[config.mk]
export PLATFORM = sky130hd
export DESIGN_NAME = chfl_top
export DESIGN_NICKNAME = d
export VERILOG_FILES = /design/src/chfl_pkg.sv /design/src/chfl_fifo.sv /design/src/chfl_top.sv
export VERILOG_INCLUDE_DIRS = /design/src /design/src/src
export SDC_FILE = /design/constraint.sdc
export NUM_CORES = 1
export LEC_CHECK = 0
export ABC_AREA = 1
export BUFFER_PORTS_ARGS = -buffer_cell sky130_fd_sc_hd__clkbuf_2
export CORE_UTILIZATION = 54
export DETAILED_ROUTE_END_ITERATION = 7
export GPL_TIMING_DRIVEN = 0
export HOLD_SLACK_MARGIN = 0.03
export PLACE_DENSITY = 0.78
export REMOVE_ABC_BUFFERS = 1
export SYNTH_ARGS = -nofsm -noshare
export SYNTH_HDL_FRONTEND = slang
export SYNTH_SLANG_ARGS = --single-unit
[constraint.sdc]
create_clock -name aclk -period 2.6 [get_ports aclk]
set_input_delay 0.39 -clock aclk [delete_from_list [all_inputs] [get_ports aclk]]
set_output_delay 0.39 -clock aclk [all_outputs]
set_load 0.01 [all_outputs]
[src/chfl_cfg.svh]
// Offsets, field positions and reset values of the channel option block.
// Assumes byte addressing on a 32-bit register bus, one register per word.
`ifndef CHFL_CFG_SVH
`define CHFL_CFG_SVH

`define CHFL_ADDR_W 5
`define CHFL_OFF_CSEL 5'h00
`define CHFL_OFF_OPTS 5'h04
`define CHFL_OFF_SPEC 5'h08
`define CHFL_OFF_CTRL 5'h0C
`define CHFL_OFF_STAT 5'h10
`define CHFL_OFF_TXD 5'h14

`define CHFL_OPT_RESET 8'h00
`define CHFL_BIT_IXM 7
`define CHFL_BIT_INBAND 6
`define CHFL_BIT_ETC 5
`define CHFL_BIT_LLOOP 4
`define CHFL_BIT_RLOOP 3
`define CHFL_BIT_RTS_AUTO_OUTPUT_EN 2
`define CHFL_BIT_CTS_AUTO_GATE_EN 1
`define CHFL_BIT_DSR_AUTO_GATE_EN 0

`define CHFL_CTRL_XON2 0
`define CHFL_CTRL_XOFF2 1
`define CHFL_CTRL_TXEN 2
`define CHFL_CTRL_RXEN 3
`define CHFL_CTRL_CMD 4

`define CHFL_SPEC_RESET 32'h00000000
`define CHFL_RESP_OKAY 2'h0
`define CHFL_RESP_SLVERR 2'h2
`define CHFL_FIFO_DEPTH 8

`endif

[src/chfl_pkg.sv]
// Types shared by the channel option block and its bench.
// Assumes the constants header is compiled alongside.
package chfl_pkg;
  typedef logic [7:0] chfl_byte_t;
  typedef logic [31:0] chfl_word_t;
  typedef enum {chfl_wr_collect, chfl_wr_resp} chfl_wr_e;
endpackage

[src/chfl_fifo.sv]
// Synchronous FIFO with valid/ready on both sides.
// Assumes a single clock and a synchronous active-low reset.
`timescale 1ns/1ns
module chfl_fifo #(
  parameter int WIDTH = 8,
  parameter int DEPTH = 8
) (
  input wire logic aclk,
  input wire logic aresetn,
  input wire logic in_valid,
  output logic in_ready,
  input wire logic [WIDTH-1:0] in_data,
  output logic out_valid,
  input wire logic out_ready,
  output logic [WIDTH-1:0] out_data
);
  localparam int AW = (DEPTH > 1) ? $clog2(DEPTH) : 1;
  localparam int CW = $clog2(DEPTH + 1);
  logic [WIDTH-1:0] mem [DEPTH];
  logic [AW-1:0] wptr_reg, wptr_next, rptr_reg, rptr_next;
  logic [CW-1:0] cnt_reg, cnt_next;
  logic push, pop;

  function automatic logic [AW-1:0] bump(input logic [AW-1:0] p);
    bump = (p == AW'(DEPTH - 1)) ? '0 : AW'(p + 1'b1);
  endfunction

  assign in_ready = (cnt_reg != CW'(DEPTH));
  assign out_valid = (cnt_reg != '0);
  assign out_data = mem[rptr_reg];
  assign push = in_valid && in_ready;
  assign pop = out_valid && out_ready;

  always_comb begin
    wptr_next = push ? bump(wptr_reg) : wptr_reg;
    rptr_next = pop ? bump(rptr_reg) : rptr_reg;
    cnt_next = cnt_reg;
    if (push && !pop) begin
      cnt_next = CW'(cnt_reg + 1'b1);
    end else if (pop && !push) begin
      cnt_next = CW'(cnt_reg - 1'b1);
    end
  end

  always_ff @(posedge aclk) begin
    if (!aresetn) begin
      wptr_reg <= '0;
      rptr_reg <= '0;
      cnt_reg <= '0;
    end else begin
      wptr_reg <= wptr_next;
      rptr_reg <= rptr_next;
      cnt_reg <= cnt_next;
    end
  end

  always_ff @(posedge aclk) begin
    if (push) begin
      mem[wptr_reg] <= in_data;
    end
  end
endmodule

[src/chfl_top.sv]
// Per-channel flow-control, loopback and modem-gating options behind AXI4-Lite.
// Assumes received characters arrive on the aclk domain; modem pins are asynchronous.
// How it works
// - Implied-Xon bit matters only while automatic in-band flow control is on.
// - Implied-Xon set: any received character other than Xoff restarts a channel halted by Xoff.
// - Implied-Xon clear: halted channel waits for the Xon character or pair.
// - On Xoff, the held character still goes out, then transmission stops.
// - Embedded transmit command bit enables embedded command interpretation downstream.
// - Local loopback bit takes effect on a control write with the command bit: one selects local loopback, zero returns to normal.
// - Remote loopback bit one selects remote loopback; zero disables it.
// - Auto RTS with channel enabled asserts RTS while characters wait to send.
// - Auto RTS plus auto CTS: transmitter waits for CTS before sending.
// - Auto CTS set: CTS input enables or disables the transmitter.
// - Auto DSR set: DSR input enables or disables the receiver.
// - Xon is character 1 or 1 then 3; Xoff is 2 or 2 then 4.
`include "chfl_cfg.svh"
`timescale 1ns/1ns
module chfl_top #(
  parameter int NCH = 4,
  parameter int FIFO_DEPTH = `CHFL_FIFO_DEPTH
) (
  input wire logic aclk,
  input wire logic aresetn,
  input wire logic [`CHFL_ADDR_W-1:0] s_axi_awaddr,
  input wire logic [2:0] s_axi_awprot,
  input wire logic s_axi_awvalid,
  output logic s_axi_awready,
  input wire chfl_pkg::chfl_word_t s_axi_wdata,
  input wire logic [3:0] s_axi_wstrb,
  input wire logic s_axi_wvalid,
  output logic s_axi_wready,
  output logic [1:0] s_axi_bresp,
  output logic s_axi_bvalid,
  input wire logic s_axi_bready,
  input wire logic [`CHFL_ADDR_W-1:0] s_axi_araddr,
  input wire logic [2:0] s_axi_arprot,
  input wire logic s_axi_arvalid,
  output logic s_axi_arready,
  output chfl_pkg::chfl_word_t s_axi_rdata,
  output logic [1:0] s_axi_rresp,
  output logic s_axi_rvalid,
  input wire logic s_axi_rready,
  input wire logic rx_valid,
  input wire logic [$clog2(NCH)-1:0] rx_chan,
  input wire chfl_pkg::chfl_byte_t rx_data,
  output logic [NCH-1:0] rx_out_valid,
  output logic [8*NCH-1:0] rx_out_data,
  output logic [NCH-1:0] tx_valid,
  input wire logic [NCH-1:0] tx_ready,
  output logic [8*NCH-1:0] tx_data,
  input wire logic [NCH-1:0] cts_n,
  input wire logic [NCH-1:0] dsr_n,
  output logic [NCH-1:0] rts_n,
  output logic [NCH-1:0] local_loopback_en,
  output logic [NCH-1:0] remote_loopback_en,
  output logic [NCH-1:0] embedded_tx_cmd_en
);
  import chfl_pkg::*;
  localparam int CW = $clog2(NCH);

  chfl_wr_e wst_reg, wst_next;
  logic aw_hold_reg, aw_hold_next, w_hold_reg, w_hold_next;
  logic [`CHFL_ADDR_W-1:0] aw_addr_reg, aw_addr_next;
  chfl_word_t w_data_reg, w_data_next;
  logic [3:0] w_strb_reg, w_strb_next;
  logic [1:0] bresp_reg, bresp_next, rresp_reg, rresp_next;
  logic rvalid_reg, rvalid_next;
  chfl_word_t rdata_reg, rdata_next, spec_reg, spec_next;
  logic [CW-1:0] csel_reg, csel_next;
  chfl_byte_t opt_reg [NCH];
  chfl_byte_t opt_next [NCH];
  logic [3:0] ctrl_reg [NCH];
  logic [3:0] ctrl_next [NCH];
  logic [NCH-1:0] lloop_reg, lloop_next, halt_reg, halt_next;
  logic [NCH-1:0] pxon_reg, pxon_next, pxoff_reg, pxoff_next;
  logic [NCH-1:0] hold_v_reg, hold_v_next, rts_reg, rts_next;
  logic [NCH-1:0] rxo_v_reg, rxo_v_next;
  chfl_byte_t hold_d_reg [NCH];
  chfl_byte_t hold_d_next [NCH];
  chfl_byte_t rxo_d_reg [NCH];
  chfl_byte_t rxo_d_next [NCH];
  logic [NCH-1:0] cts_s1, cts_s2, cts_s3, cts_on_reg, cts_on_next;
  logic [NCH-1:0] dsr_s1, dsr_s2, dsr_s3, dsr_on_reg, dsr_on_next;
  logic [NCH-1:0] tx_gate, rx_gate, tx_fire, f_in_v, f_in_r, f_out_v, f_out_r;
  chfl_byte_t f_out_d [NCH];
  logic do_write, is_txd;

  function automatic chfl_byte_t spec_char(input chfl_word_t s, input int n);
    spec_char = s[8*(n-1) +: 8];
  endfunction

  function automatic logic lane0_write(input logic [3:0] strb);
    lane0_write = strb[0];
  endfunction

  genvar g;
  generate
    for (g = 0; g < NCH; g++) begin : g_ch
      chfl_fifo #(.WIDTH(8), .DEPTH(FIFO_DEPTH)) u_fifo (
        .aclk(aclk),
        .aresetn(aresetn),
        .in_valid(f_in_v[g]),
        .in_ready(f_in_r[g]),
        .in_data(w_data_reg[7:0]),
        .out_valid(f_out_v[g]),
        .out_ready(f_out_r[g]),
        .out_data(f_out_d[g])
      );
      assign tx_data[8*g +: 8] = hold_d_reg[g];
      assign rx_out_data[8*g +: 8] = rxo_d_reg[g];
    end
  endgenerate

  // Modem inputs: three stages, level taken once stages two and three agree
  always_comb begin
    cts_on_next = cts_on_reg;
    dsr_on_next = dsr_on_reg;
    for (int i = 0; i < NCH; i++) begin
      if (cts_s2[i] == cts_s3[i]) begin
        cts_on_next[i] = !cts_s3[i];
      end
      if (dsr_s2[i] == dsr_s3[i]) begin
        dsr_on_next[i] = !dsr_s3[i];
      end
    end
  end

  always_ff @(posedge aclk) begin
    if (!aresetn) begin
      {cts_s1, cts_s2, cts_s3, dsr_s1, dsr_s2, dsr_s3} <= '1;
      cts_on_reg <= '0;
      dsr_on_reg <= '0;
    end else begin
      cts_s1 <= cts_n;
      cts_s2 <= cts_s1;
      cts_s3 <= cts_s2;
      dsr_s1 <= dsr_n;
      dsr_s2 <= dsr_s1;
      dsr_s3 <= dsr_s2;
      cts_on_reg <= cts_on_next;
      dsr_on_reg <= dsr_on_next;
    end
  end

  // Bus handshakes
  assign s_axi_awready = !aw_hold_reg;
  assign s_axi_wready = !w_hold_reg;
  assign s_axi_arready = !rvalid_reg;
  assign s_axi_bvalid = (wst_reg == chfl_wr_resp);
  assign s_axi_bresp = bresp_reg;
  assign s_axi_rvalid = rvalid_reg;
  assign s_axi_rdata = rdata_reg;
  assign s_axi_rresp = rresp_reg;
  assign is_txd = (aw_addr_reg == `CHFL_OFF_TXD);
  assign do_write = aw_hold_reg && w_hold_reg && (wst_reg == chfl_wr_collect)
                    && !(is_txd && !f_in_r[csel_reg]);

  // Per-channel gating and transmit path
  always_comb begin
    for (int i = 0; i < NCH; i++) begin
      tx_gate[i] = ctrl_reg[i][`CHFL_CTRL_TXEN]
                   && (!opt_reg[i][`CHFL_BIT_CTS_AUTO_GATE_EN] || cts_on_reg[i]);
      rx_gate[i] = ctrl_reg[i][`CHFL_CTRL_RXEN]
                   && (!opt_reg[i][`CHFL_BIT_DSR_AUTO_GATE_EN] || dsr_on_reg[i]);
      tx_valid[i] = hold_v_reg[i] && tx_gate[i] && !lloop_reg[i];
      tx_fire[i] = hold_v_reg[i] && tx_gate[i] && (lloop_reg[i] || tx_ready[i]);
      f_out_r[i] = (!hold_v_reg[i] || tx_fire[i]) && !halt_reg[i];
      f_in_v[i] = do_write && is_txd && lane0_write(w_strb_reg) && (csel_reg == CW'(i));
      remote_loopback_en[i] = opt_reg[i][`CHFL_BIT_RLOOP];
      embedded_tx_cmd_en[i] = opt_reg[i][`CHFL_BIT_ETC];
    end
  end
  assign rts_n = ~rts_reg;
  assign rx_out_valid = rxo_v_reg;
  assign local_loopback_en = lloop_reg;

  // Character path, flow control and register state
  always_comb begin
    chfl_byte_t c;
    logic hit, xon_hit, xoff_hit, inband;
    c = '0;
    hit = 1'b0;
    xon_hit = 1'b0;
    xoff_hit = 1'b0;
    inband = 1'b0;
    halt_next = halt_reg;
    pxon_next = pxon_reg;
    pxoff_next = pxoff_reg;
    hold_v_next = hold_v_reg;
    hold_d_next = hold_d_reg;
    rxo_v_next = '0;
    rxo_d_next = rxo_d_reg;
    rts_next = rts_reg;
    lloop_next = lloop_reg;
    for (int i = 0; i < NCH; i++) begin
      if (f_out_r[i] && f_out_v[i]) begin
        hold_v_next[i] = 1'b1;
        hold_d_next[i] = f_out_d[i];
      end else if (tx_fire[i]) begin
        hold_v_next[i] = 1'b0;
      end
      rts_next[i] = opt_reg[i][`CHFL_BIT_RTS_AUTO_OUTPUT_EN] && ctrl_reg[i][`CHFL_CTRL_TXEN]
                    && (hold_v_reg[i] || f_out_v[i]);
      if (lloop_reg[i]) begin
        hit = tx_fire[i] && rx_gate[i];
        c = hold_d_reg[i];
      end else begin
        hit = rx_valid && (rx_chan == CW'(i)) && rx_gate[i];
        c = rx_data;
      end
      inband = opt_reg[i][`CHFL_BIT_INBAND];
      xon_hit = ctrl_reg[i][`CHFL_CTRL_XON2] ? (pxon_reg[i] && c == spec_char(spec_reg, 3))
                : (c == spec_char(spec_reg, 1));
      xoff_hit = ctrl_reg[i][`CHFL_CTRL_XOFF2] ? (pxoff_reg[i] && c == spec_char(spec_reg, 4))
                 : (c == spec_char(spec_reg, 2));
      if (hit) begin
        rxo_v_next[i] = 1'b1;
        rxo_d_next[i] = c;
        pxon_next[i] = ctrl_reg[i][`CHFL_CTRL_XON2] && (c == spec_char(spec_reg, 1));
        pxoff_next[i] = ctrl_reg[i][`CHFL_CTRL_XOFF2] && (c == spec_char(spec_reg, 2));
        if (inband && xoff_hit) begin
          halt_next[i] = 1'b1;
        end else if (inband && halt_reg[i] && opt_reg[i][`CHFL_BIT_IXM]) begin
          halt_next[i] = 1'b0;
        end else if (inband && xon_hit) begin
          halt_next[i] = 1'b0;
        end
      end
      if (!inband) begin
        halt_next[i] = 1'b0;
      end
    end
    if (do_write && aw_addr_reg == `CHFL_OFF_CTRL && lane0_write(w_strb_reg)
        && w_data_reg[`CHFL_CTRL_CMD]) begin
      lloop_next[csel_reg] = opt_reg[csel_reg][`CHFL_BIT_LLOOP];
    end
  end

  // Bus slave and software registers
  always_comb begin
    wst_next = wst_reg;
    aw_hold_next = aw_hold_reg;
    aw_addr_next = aw_addr_reg;
    w_hold_next = w_hold_reg;
    w_data_next = w_data_reg;
    w_strb_next = w_strb_reg;
    bresp_next = bresp_reg;
    rvalid_next = rvalid_reg;
    rdata_next = rdata_reg;
    rresp_next = rresp_reg;
    csel_next = csel_reg;
    spec_next = spec_reg;
    opt_next = opt_reg;
    ctrl_next = ctrl_reg;
    if (s_axi_awvalid && !aw_hold_reg) begin
      aw_hold_next = 1'b1;
      aw_addr_next = s_axi_awaddr;
    end
    if (s_axi_wvalid && !w_hold_reg) begin
      w_hold_next = 1'b1;
      w_data_next = s_axi_wdata;
      w_strb_next = s_axi_wstrb;
    end
    case (wst_reg)
      chfl_wr_collect: begin
        if (do_write) begin
          wst_next = chfl_wr_resp;
          aw_hold_next = 1'b0;
          w_hold_next = 1'b0;
          bresp_next = `CHFL_RESP_OKAY;
          if (aw_addr_reg == `CHFL_OFF_CSEL) begin
            if (lane0_write(w_strb_reg)) csel_next = w_data_reg[CW-1:0];
          end else if (aw_addr_reg == `CHFL_OFF_OPTS) begin
            if (lane0_write(w_strb_reg)) opt_next[csel_reg] = w_data_reg[7:0];
          end else if (aw_addr_reg == `CHFL_OFF_SPEC) begin
            for (int b = 0; b < 4; b++) begin
              if (w_strb_reg[b]) spec_next[8*b +: 8] = w_data_reg[8*b +: 8];
            end
          end else if (aw_addr_reg == `CHFL_OFF_CTRL) begin
            if (lane0_write(w_strb_reg)) ctrl_next[csel_reg] = w_data_reg[3:0];
          end else if (!is_txd) begin
            bresp_next = `CHFL_RESP_SLVERR;
          end
        end
      end
      chfl_wr_resp: begin
        if (s_axi_bready) wst_next = chfl_wr_collect;
      end
      default: wst_next = chfl_wr_collect;
    endcase
    if (rvalid_reg && s_axi_rready) begin
      rvalid_next = 1'b0;
    end else if (s_axi_arvalid && !rvalid_reg) begin
      rvalid_next = 1'b1;
      rresp_next = `CHFL_RESP_OKAY;
      rdata_next = '0;
      if (s_axi_araddr == `CHFL_OFF_CSEL) begin
        rdata_next[CW-1:0] = csel_reg;
      end else if (s_axi_araddr == `CHFL_OFF_OPTS) begin
        rdata_next[7:0] = opt_reg[csel_reg];
      end else if (s_axi_araddr == `CHFL_OFF_SPEC) begin
        rdata_next = spec_reg;
      end else if (s_axi_araddr == `CHFL_OFF_CTRL) begin
        rdata_next[3:0] = ctrl_reg[csel_reg];
      end else if (s_axi_araddr == `CHFL_OFF_STAT) begin
        rdata_next[5:0] = {dsr_on_reg[csel_reg], cts_on_reg[csel_reg], rx_gate[csel_reg],
                           tx_gate[csel_reg], lloop_reg[csel_reg], halt_reg[csel_reg]};
      end else begin
        rresp_next = `CHFL_RESP_SLVERR;
      end
    end
  end

  always_ff @(posedge aclk) begin
    if (!aresetn) begin
      wst_reg <= chfl_wr_collect;
      aw_hold_reg <= 1'b0;
      aw_addr_reg <= '0;
      w_hold_reg <= 1'b0;
      w_data_reg <= '0;
      w_strb_reg <= '0;
      bresp_reg <= `CHFL_RESP_OKAY;
      rvalid_reg <= 1'b0;
      rdata_reg <= '0;
      rresp_reg <= `CHFL_RESP_OKAY;
      csel_reg <= '0;
      spec_reg <= `CHFL_SPEC_RESET;
      for (int i = 0; i < NCH; i++) begin
        opt_reg[i] <= `CHFL_OPT_RESET;
        ctrl_reg[i] <= '0;
        hold_d_reg[i] <= '0;
        rxo_d_reg[i] <= '0;
      end
      {lloop_reg, halt_reg, pxon_reg, pxoff_reg} <= '0;
      {hold_v_reg, rts_reg, rxo_v_reg} <= '0;
    end else begin
      wst_reg <= wst_next;
      aw_hold_reg <= aw_hold_next;
      aw_addr_reg <= aw_addr_next;
      w_hold_reg <= w_hold_next;
      w_data_reg <= w_data_next;
      w_strb_reg <= w_strb_next;
      bresp_reg <= bresp_next;
      rvalid_reg <= rvalid_next;
      rdata_reg <= rdata_next;
      rresp_reg <= rresp_next;
      csel_reg <= csel_next;
      spec_reg <= spec_next;
      opt_reg <= opt_next;
      ctrl_reg <= ctrl_next;
      hold_d_reg <= hold_d_next;
      rxo_d_reg <= rxo_d_next;
      lloop_reg <= lloop_next;
      halt_reg <= halt_next;
      pxon_reg <= pxon_next;
      pxoff_reg <= pxoff_next;
      hold_v_reg <= hold_v_next;
      rts_reg <= rts_next;
      rxo_v_reg <= rxo_v_next;
    end
  end
endmodule

-- Word-level counts from Yosys, hierarchy flattened
Memories as Yosys holds them, arrays and structs flattened. A register that Yosys moved wholly into a read port is not among the register bits.
Cells that the tools add are included.
- add/sub/neg operators: 16
- multipliers: 0
- div/mod/pow operators: 0
- $lt $le $gt $ge: 4
- equality and inequality tests: 54
- shifts and indexed selects: 0
- muxes and demuxes: 121
- bitwise operators: 7
- reductions and logical operators: 217
- operators with widths (operator ; number):
    equality test 8 bit ; 16
    logical AND 1 bit ; 111
    logical NOT 32 bit ; 2
    2-to-1 mux 32 bit ; 2
    2-to-1 mux 8 bit ; 8
    case mux 32 bit (2 select lines) ; 1
    2-to-1 mux 1 bit ; 58
    2-to-1 mux 4 bit ; 12
    logical NOT 1 bit ; 45
    bitwise mux 32 bit ; 1
    equality test 32 x 1 -> 1 bit (second input constant) ; 1
    equality test 32 x 2 -> 1 bit (second input constant) ; 1
    2-to-1 mux 30 bit ; 1
    2-to-1 mux 26 bit ; 1
    adder 3 x 1 -> 3 bit (second input constant) ; 8
    equality test 3 bit (second input constant) ; 8
    2-to-1 mux 2 bit ; 12
    2-to-1 mux 24 bit ; 1
    2-to-1 mux 3 bit ; 8
    AND reduction 6 bit ; 4
    AND reduction 2 bit ; 11
    equality test 5 x 4 -> 1 bit (second input constant) ; 4
    logical OR 1 bit ; 20
    adder 4 x 1 -> 4 bit (second input constant) ; 4
    other kinds (33) ; 79
- register bits after elaboration: 326
- latch bits: 0
- RAM bits: 256
- ROM bits: 0
- word-level logic and storage cells: 495
- memories: 4
- memory list (name ; words ; width ; rd ports ; clocked after memory_dff ; wr ports ; RTL line ; source):
    g_ch[0].u_fifo.mem ; 8 ; 8 ; 1 ; 1 ; 1 ; chfl_fifo.sv:19 ; logic [WIDTH-1:0] mem [DEPTH];
    g_ch[1].u_fifo.mem ; 8 ; 8 ; 1 ; 1 ; 1 ; chfl_fifo.sv:19 ;
    g_ch[2].u_fifo.mem ; 8 ; 8 ; 1 ; 1 ; 1 ; chfl_fifo.sv:19 ;
    g_ch[3].u_fifo.mem ; 8 ; 8 ; 1 ; 1 ; 1 ; chfl_fifo.sv:19 ;

-- Depth between registers and ports, before layout
- depth in word-level cells: 15
- mapped depth: 21
- mapped depth without buffers: 20

-- Modules after synthesis
Synthesis repeated with hierarchy kept, for this count alone.
- cells, all modules: 3287
- area, all modules: 26922.1 um2
- by module, submodules not included (module ; instances ; cells an instance ; area an instance (um2)):
    chfl_top ; 1 ; 2052 ; 13643.1
    chfl_fifo (g_ch[0].u_fifo ...) ; 2 ; 309 ; 3319.4
    chfl_fifo (g_ch[3].u_fifo) ; 1 ; 310 ; 3328.2
    chfl_fifo (g_ch[1].u_fifo) ; 1 ; 307 ; 3311.9

-- Least setup slack after synthesis
No wires, ideal clock.
- path type: register to register
- start: register lloop_reg[2] (netlist: local_loopback_en[2])
- end: register g_ch[2].u_fifo.cnt_reg[3]
- setup time: 119 ps
- arrival time: 2723 ps
- data required time: 2481 ps
- slack: -243 ps
- stages on the path, launching flop included: 18
- buffers on the path: 3
- clock period less this slack: 2843 ps
- cell sequence: dfxtp_1 > clkbuf_1 > clkbuf_1 > nor2_1 > o21ai_0 > nand3_1 > clkbuf_1 > ha_1 > inv_1 > ha_1 > nand2_1 > nand2_1 > a21oi_1 > nor2_1 > nor2_1 > nand2_1 > o21ai_0 > a21oi_1
- longest elaborated chain between the ends: 8
- elaborated cells between the ends (all ways): 10
- those cells by class: 1 x mux; 9 x reduce/logical
- RTL lines (element ; RTL line ; source):
    start, declared ; chfl_top.sv:74 ; logic [NCH-1:0] lloop_reg, lloop_next, halt_reg, halt_next;
    start signal, assigned ; chfl_top.sv:353 ; lloop_reg <= lloop_next;
    logical OR 1 bit (*) ; chfl_top.sv:166 ; tx_fire[i] = hold_v_reg[i] && tx_gate[i] && (lloop_reg[i] || tx_ready[i]);
    logical AND 1 bit (*) ; chfl_top.sv:166 ;
    logical OR 1 bit (*) ; chfl_top.sv:167 ; f_out_r[i] = (!hold_v_reg[i] || tx_fire[i]) && !halt_reg[i];
    logical AND 1 bit (*) ; chfl_top.sv:167 ;
    logical AND 1 bit (*) ; chfl_fifo.sv:32 ; assign pop = out_valid && out_ready;
    logical NOT 1 bit ; chfl_fifo.sv:38 ; if (push && !pop) begin
    logical AND 1 bit ; chfl_fifo.sv:38 ;
    2-to-1 mux 4 bit or nonzero test 2 bit (tied branches) ; -- ;
    end signal, assigned ; chfl_fifo.sv:53 ; cnt_reg <= cnt_next;
    end, declared ; chfl_fifo.sv:21 ; logic [CW-1:0] cnt_reg, cnt_next;
Mark *: on every way between the ends. The rest lies on a longest branch, timed or not.
A chain may end at the register's enable or synchronous reset.

-- Final worst setup path
- start: register csel_reg[1]
- end: register g_ch[3].u_fifo.cnt_reg[3]
- longest elaborated chain between the ends: 13
- elaborated cells between the ends (all ways): 16
- those cells by class: 1 x eq/ne; 3 x mux; 12 x reduce/logical
- RTL lines (element ; RTL line ; source):
    start, declared ; chfl_top.sv:69 ; logic [CW-1:0] csel_reg, csel_next;
    start signal, assigned ; chfl_top.sv:347 ; csel_reg <= csel_next;
    binary-select mux 1 bit (select 2 bit) ; chfl_top.sv:156 ; && !(is_txd && !f_in_r[csel_reg]);
    2-to-1 mux 1 bit (implied by the code) ; chfl_top.sv:156 ;
    logical NOT 1 bit ; chfl_top.sv:156 ;
    logical AND 1 bit ; chfl_top.sv:156 ;
    logical NOT 1 bit ; chfl_top.sv:156 ;
    logical AND 1 bit ; chfl_top.sv:156 ;
    logical AND 1 bit (2 in series) ; chfl_top.sv:168 ; f_in_v[i] = do_write && is_txd && lane0_write(w_strb_reg) && (csel_reg == CW'(i));
    logical AND 1 bit (*) ; chfl_top.sv:168 ;
    logical AND 1 bit (*) ; chfl_fifo.sv:31 ; assign push = in_valid && in_ready;
    via g_ch[3].u_fifo.push ; chfl_fifo.sv:22 ; logic push, pop;
    logical NOT 1 bit ; chfl_fifo.sv:40 ; end else if (pop && !push) begin
    logical AND 1 bit ; chfl_fifo.sv:40 ;
    nonzero test 2 bit (no source line) ; -- ;
    end signal, assigned ; chfl_fifo.sv:53 ;
    end, declared ; chfl_fifo.sv:21 ;
The timed path passes the listed nets; every way through them passes the cells marked *. The select of a mux whose other input is x is not followed.

==> impl_metrics.ini <==
[outcome]
outcome = complete, but fails checks
failed_checks = design-rule violations, negative setup slack

[worst_setup_path]
critPathArrivalTime_ps = 3490
worst-path-buf-inv = 5
path_delay_family = simple AND/OR/NAND/NOR gates
crit_chain = nor2_4, clkinvlp_4, a21oi_4, nor2_4, a21boi_4, buf_12, nand3b_4, clkinv_4, buf_6, ha_4, inv_4, ha_4, nand2_2, nand2_2, a21oi_2, nor2_1, nor2_1, nand2_1, o21ai_1, a21oi_1
crit_path_end_kind = flip-flop
crit_path_start_kind = flip-flop
cpMaxStageDelayCell = dfxtp_4
crit_path_max_fanout = 5
required_ps = 3120
crit_type = reg -> reg
cpPeakStageDelay_ps = 380

[layout]
utilization_pct = 66.10
drive_gt1_share_pct = 15.80
n_antenna_cell = 0
area_growth_pct = 20.07
largest_reg_flops = 256
top_register = g_ch.u_fifo.mem
layout.nets = 3415
fillCellCount = 3566

[yosys]
synth_top_area_share_pct = 29.87
yosys_warnings = 0
synth_area_per_cell_um2 = 8.382
synth-seq-cells = 581
synthCells = 3071
synth_area_leaders = edfxtp_1 30%, dfxtp_1 25%, nand2_1 12%, a21oi_1 6.0%, o21ai_0 4.3%
yosysTopAreaCell = edfxtp_1
async_flop_share_pct = 0
yosysUniqueCellTypes = 49
ys.flop_type = dfxtp_1
yosysSeqAreaShare_pct = 55.14
synthTopCellsByCount = 835 x nand2_1, 325 x dfxtp_1, 311 x a21oi_1, 282 x nor2_1
synth_edf_count = 256
synth_most_common_cell = nand2_1
syn_area_um2 = 25740

[sta]
finClkSkew_ps = 37.80
fin_crit_sh_pct = 114.1
slew_viol_final = 0
final-hold-violation-count = 0
min_period_ps = 2967
timing.slew.headroom_pct = 25.64
setup_viol = 26
rsz0062_at_grt = true
fmax_mhz = 337.1
setup_slack_ps = -366.9
worst_pin_slew_ps = 1106
tns_ps = -1507

[grt]
grt_pass1_vias = 21430
antenna_found_initial = 5
grt_pass1_wl_mm = 122.6
grt_max_degree = 131
grt_remaining_overflow = 0
grt_use_total_pct = 33.50

[worst_hold_path]
hold_class = in -> reg

[die]
die_w_um = 220.3
die_h_um = 220.3
rows = 79
core_area_um2 = 46750
start_util_pct = 55.05
io_pins = 211
die-area_um2 = 48540

[route]
first_pass_iters = 8
drtIter0Drc = 2542
drtAntennaViolNets = 0
vias = 23270
viasPerCell = 5.882
wl_mm = 84.19
wire_per_inst_um = 21.29
drc = 21

[job]
cap_violations = 0

[pwr]
irDropWorstVdd_mv = 0.5979
power.density_nw_per_um2 = 793.0
power_leakage_nw = 12.94
p_total_mw = 24.51

[placement]
numPortBuffers = 202
hpwl_mm = 55.04
place_congestion = 0.9900

[clock_tree]
clk-insertion-delay-late_ps = 640
clockBufferDepth = 3
cts_tree = built
clock_sinks = 581
clkSlewWorstSetupHoldPaths_ps = 70
htreeDepth = 2
root_buffer = clkbuf_16
cts_buffers = 57
## logic make-up (layout without fill, tap and decap cells)
family / after synthesis / after routing / share of synthesized area, %
compound gates: 654 / 654 / 14.17
xor+xnor: 24 / 24 / 0.8166
fa+ha+maj: 32 / 32 / 1.672
buf+inv: 421 / 695 / 6.436
flops: 581 / 581 / 55.14
other cells: 1 / 2 / 0.01457
simple gates: 1358 / 1360 / 21.75
## repair_timing
action / in CTS / in global routing
setup endpoints to repair: 473 / 273
hold buffers: 38 / 0
cloned: 1 / 1
setup buffers: 38 / 25
pin swaps: 31 / 40
endpoints found under the hold margin: 38 / 0
gates resized for setup: 140 / 54
## layout by cell type (no fill, tap or decap), drive strengths merged, types with 2 or more instances in the layout
master,instances
nand2,840
dfxtp,325
a21oi,312
nor2,286
clkbuf,276
inv,274
edfxtp,256
o21ai,220
nand3,133
buf,65
nor3,53
dlygate4sd3,38
a31oi,36
a221o,32
ha,28
clkinv,26
xor2,24
nand4,24
a211oi,19
or2,16
clkinvlp,10
o2111ai,10
o22ai,8
nand3b,7
bufinv,6
a22oi,5
o211ai,4
fa,4
o32ai,2
conb,2
## layout make-up
class	count	area, um^2	area share, %
inverter	284	1120	3.623
clock buffer	74	1560	5.048
sequential	581	14220	46.03
clock inverter	32	341.6	1.105
tap	607	759.5	2.457
multi-input combinational	2072	10640	34.42
timing repair buffer	305	2262	7.320
## report_power, final
group | switching [mW] | leakage, nW | internal [mW]
combinational | 3.13 | 7.02 | 1.72
sequential | 1.16 | 5.00 | 10.0
clock | 3.62 | 0.917 | 4.84
## path summary, 6_finish.rpt
kind,to,cells past startpoint,slack [ps],startpoint
max,g_ch[3].u_fifo.cnt_reg[3]$_SDFFE_PN0P_,20,-370,csel_reg[1]$_SDFFE_PN0P_
min,w_data_reg[12]$_SDFFE_PN0P_,3,40,s_axi_wdata[12]
max reg2reg,g_ch[3].u_fifo.cnt_reg[3]$_SDFFE_PN0P_,20,-370,csel_reg[1]$_SDFFE_PN0P_
min reg2reg,dsr_on_reg[3]$_SDFFE_PN0N_,1,410,dsr_s3[3]$_SDFF_PN1_
## layer usage
metal  routed length (um)  track usage [%]  share of wire (%)  up-vias
met3                 8664            6.873                 10      270
met4                 4604            17.93                5.5        6
met2                39320            54.57                 47     1321
met1                31560            41.91                 37    10910
li1                     -                -                  -    10760
met5                   37                0              0.044        -
## worst register-to-register path, stage by stage, from the launching register on
cell        delay, ps
dfxtp_4           380
nor2_4            200
clkinvlp_4        160
a21oi_4           170
nor2_4             90
a21boi_4          170
buf_12            150
nand3b_4          110
clkinv_4           70
buf_6             100
ha_4              150
inv_4              60
ha_4              210
nand2_2            70
nand2_2            60
a21oi_2           130
nor2_1             70
nor2_1            180
nand2_1           110
o21ai_1           160
a21oi_1            70
## per-stage QoR
stage	setup slack [ps]	area, um^2	cells	hold slack [ps]
2_1_floorplan	-759.4	25150	2935	382.1
3_3_place_gp	-4012	26920	3744	387.5
3_5_place_dp	-1921	27000	3746	397.2
4_1_cts	-346.2	30350	3929	33.36
5_1_grt	-485.2	30910	3955	43.39
6_report	-366.9	30910	3955	42.90
Note: power is estimated with default switching activity, not from simulation.
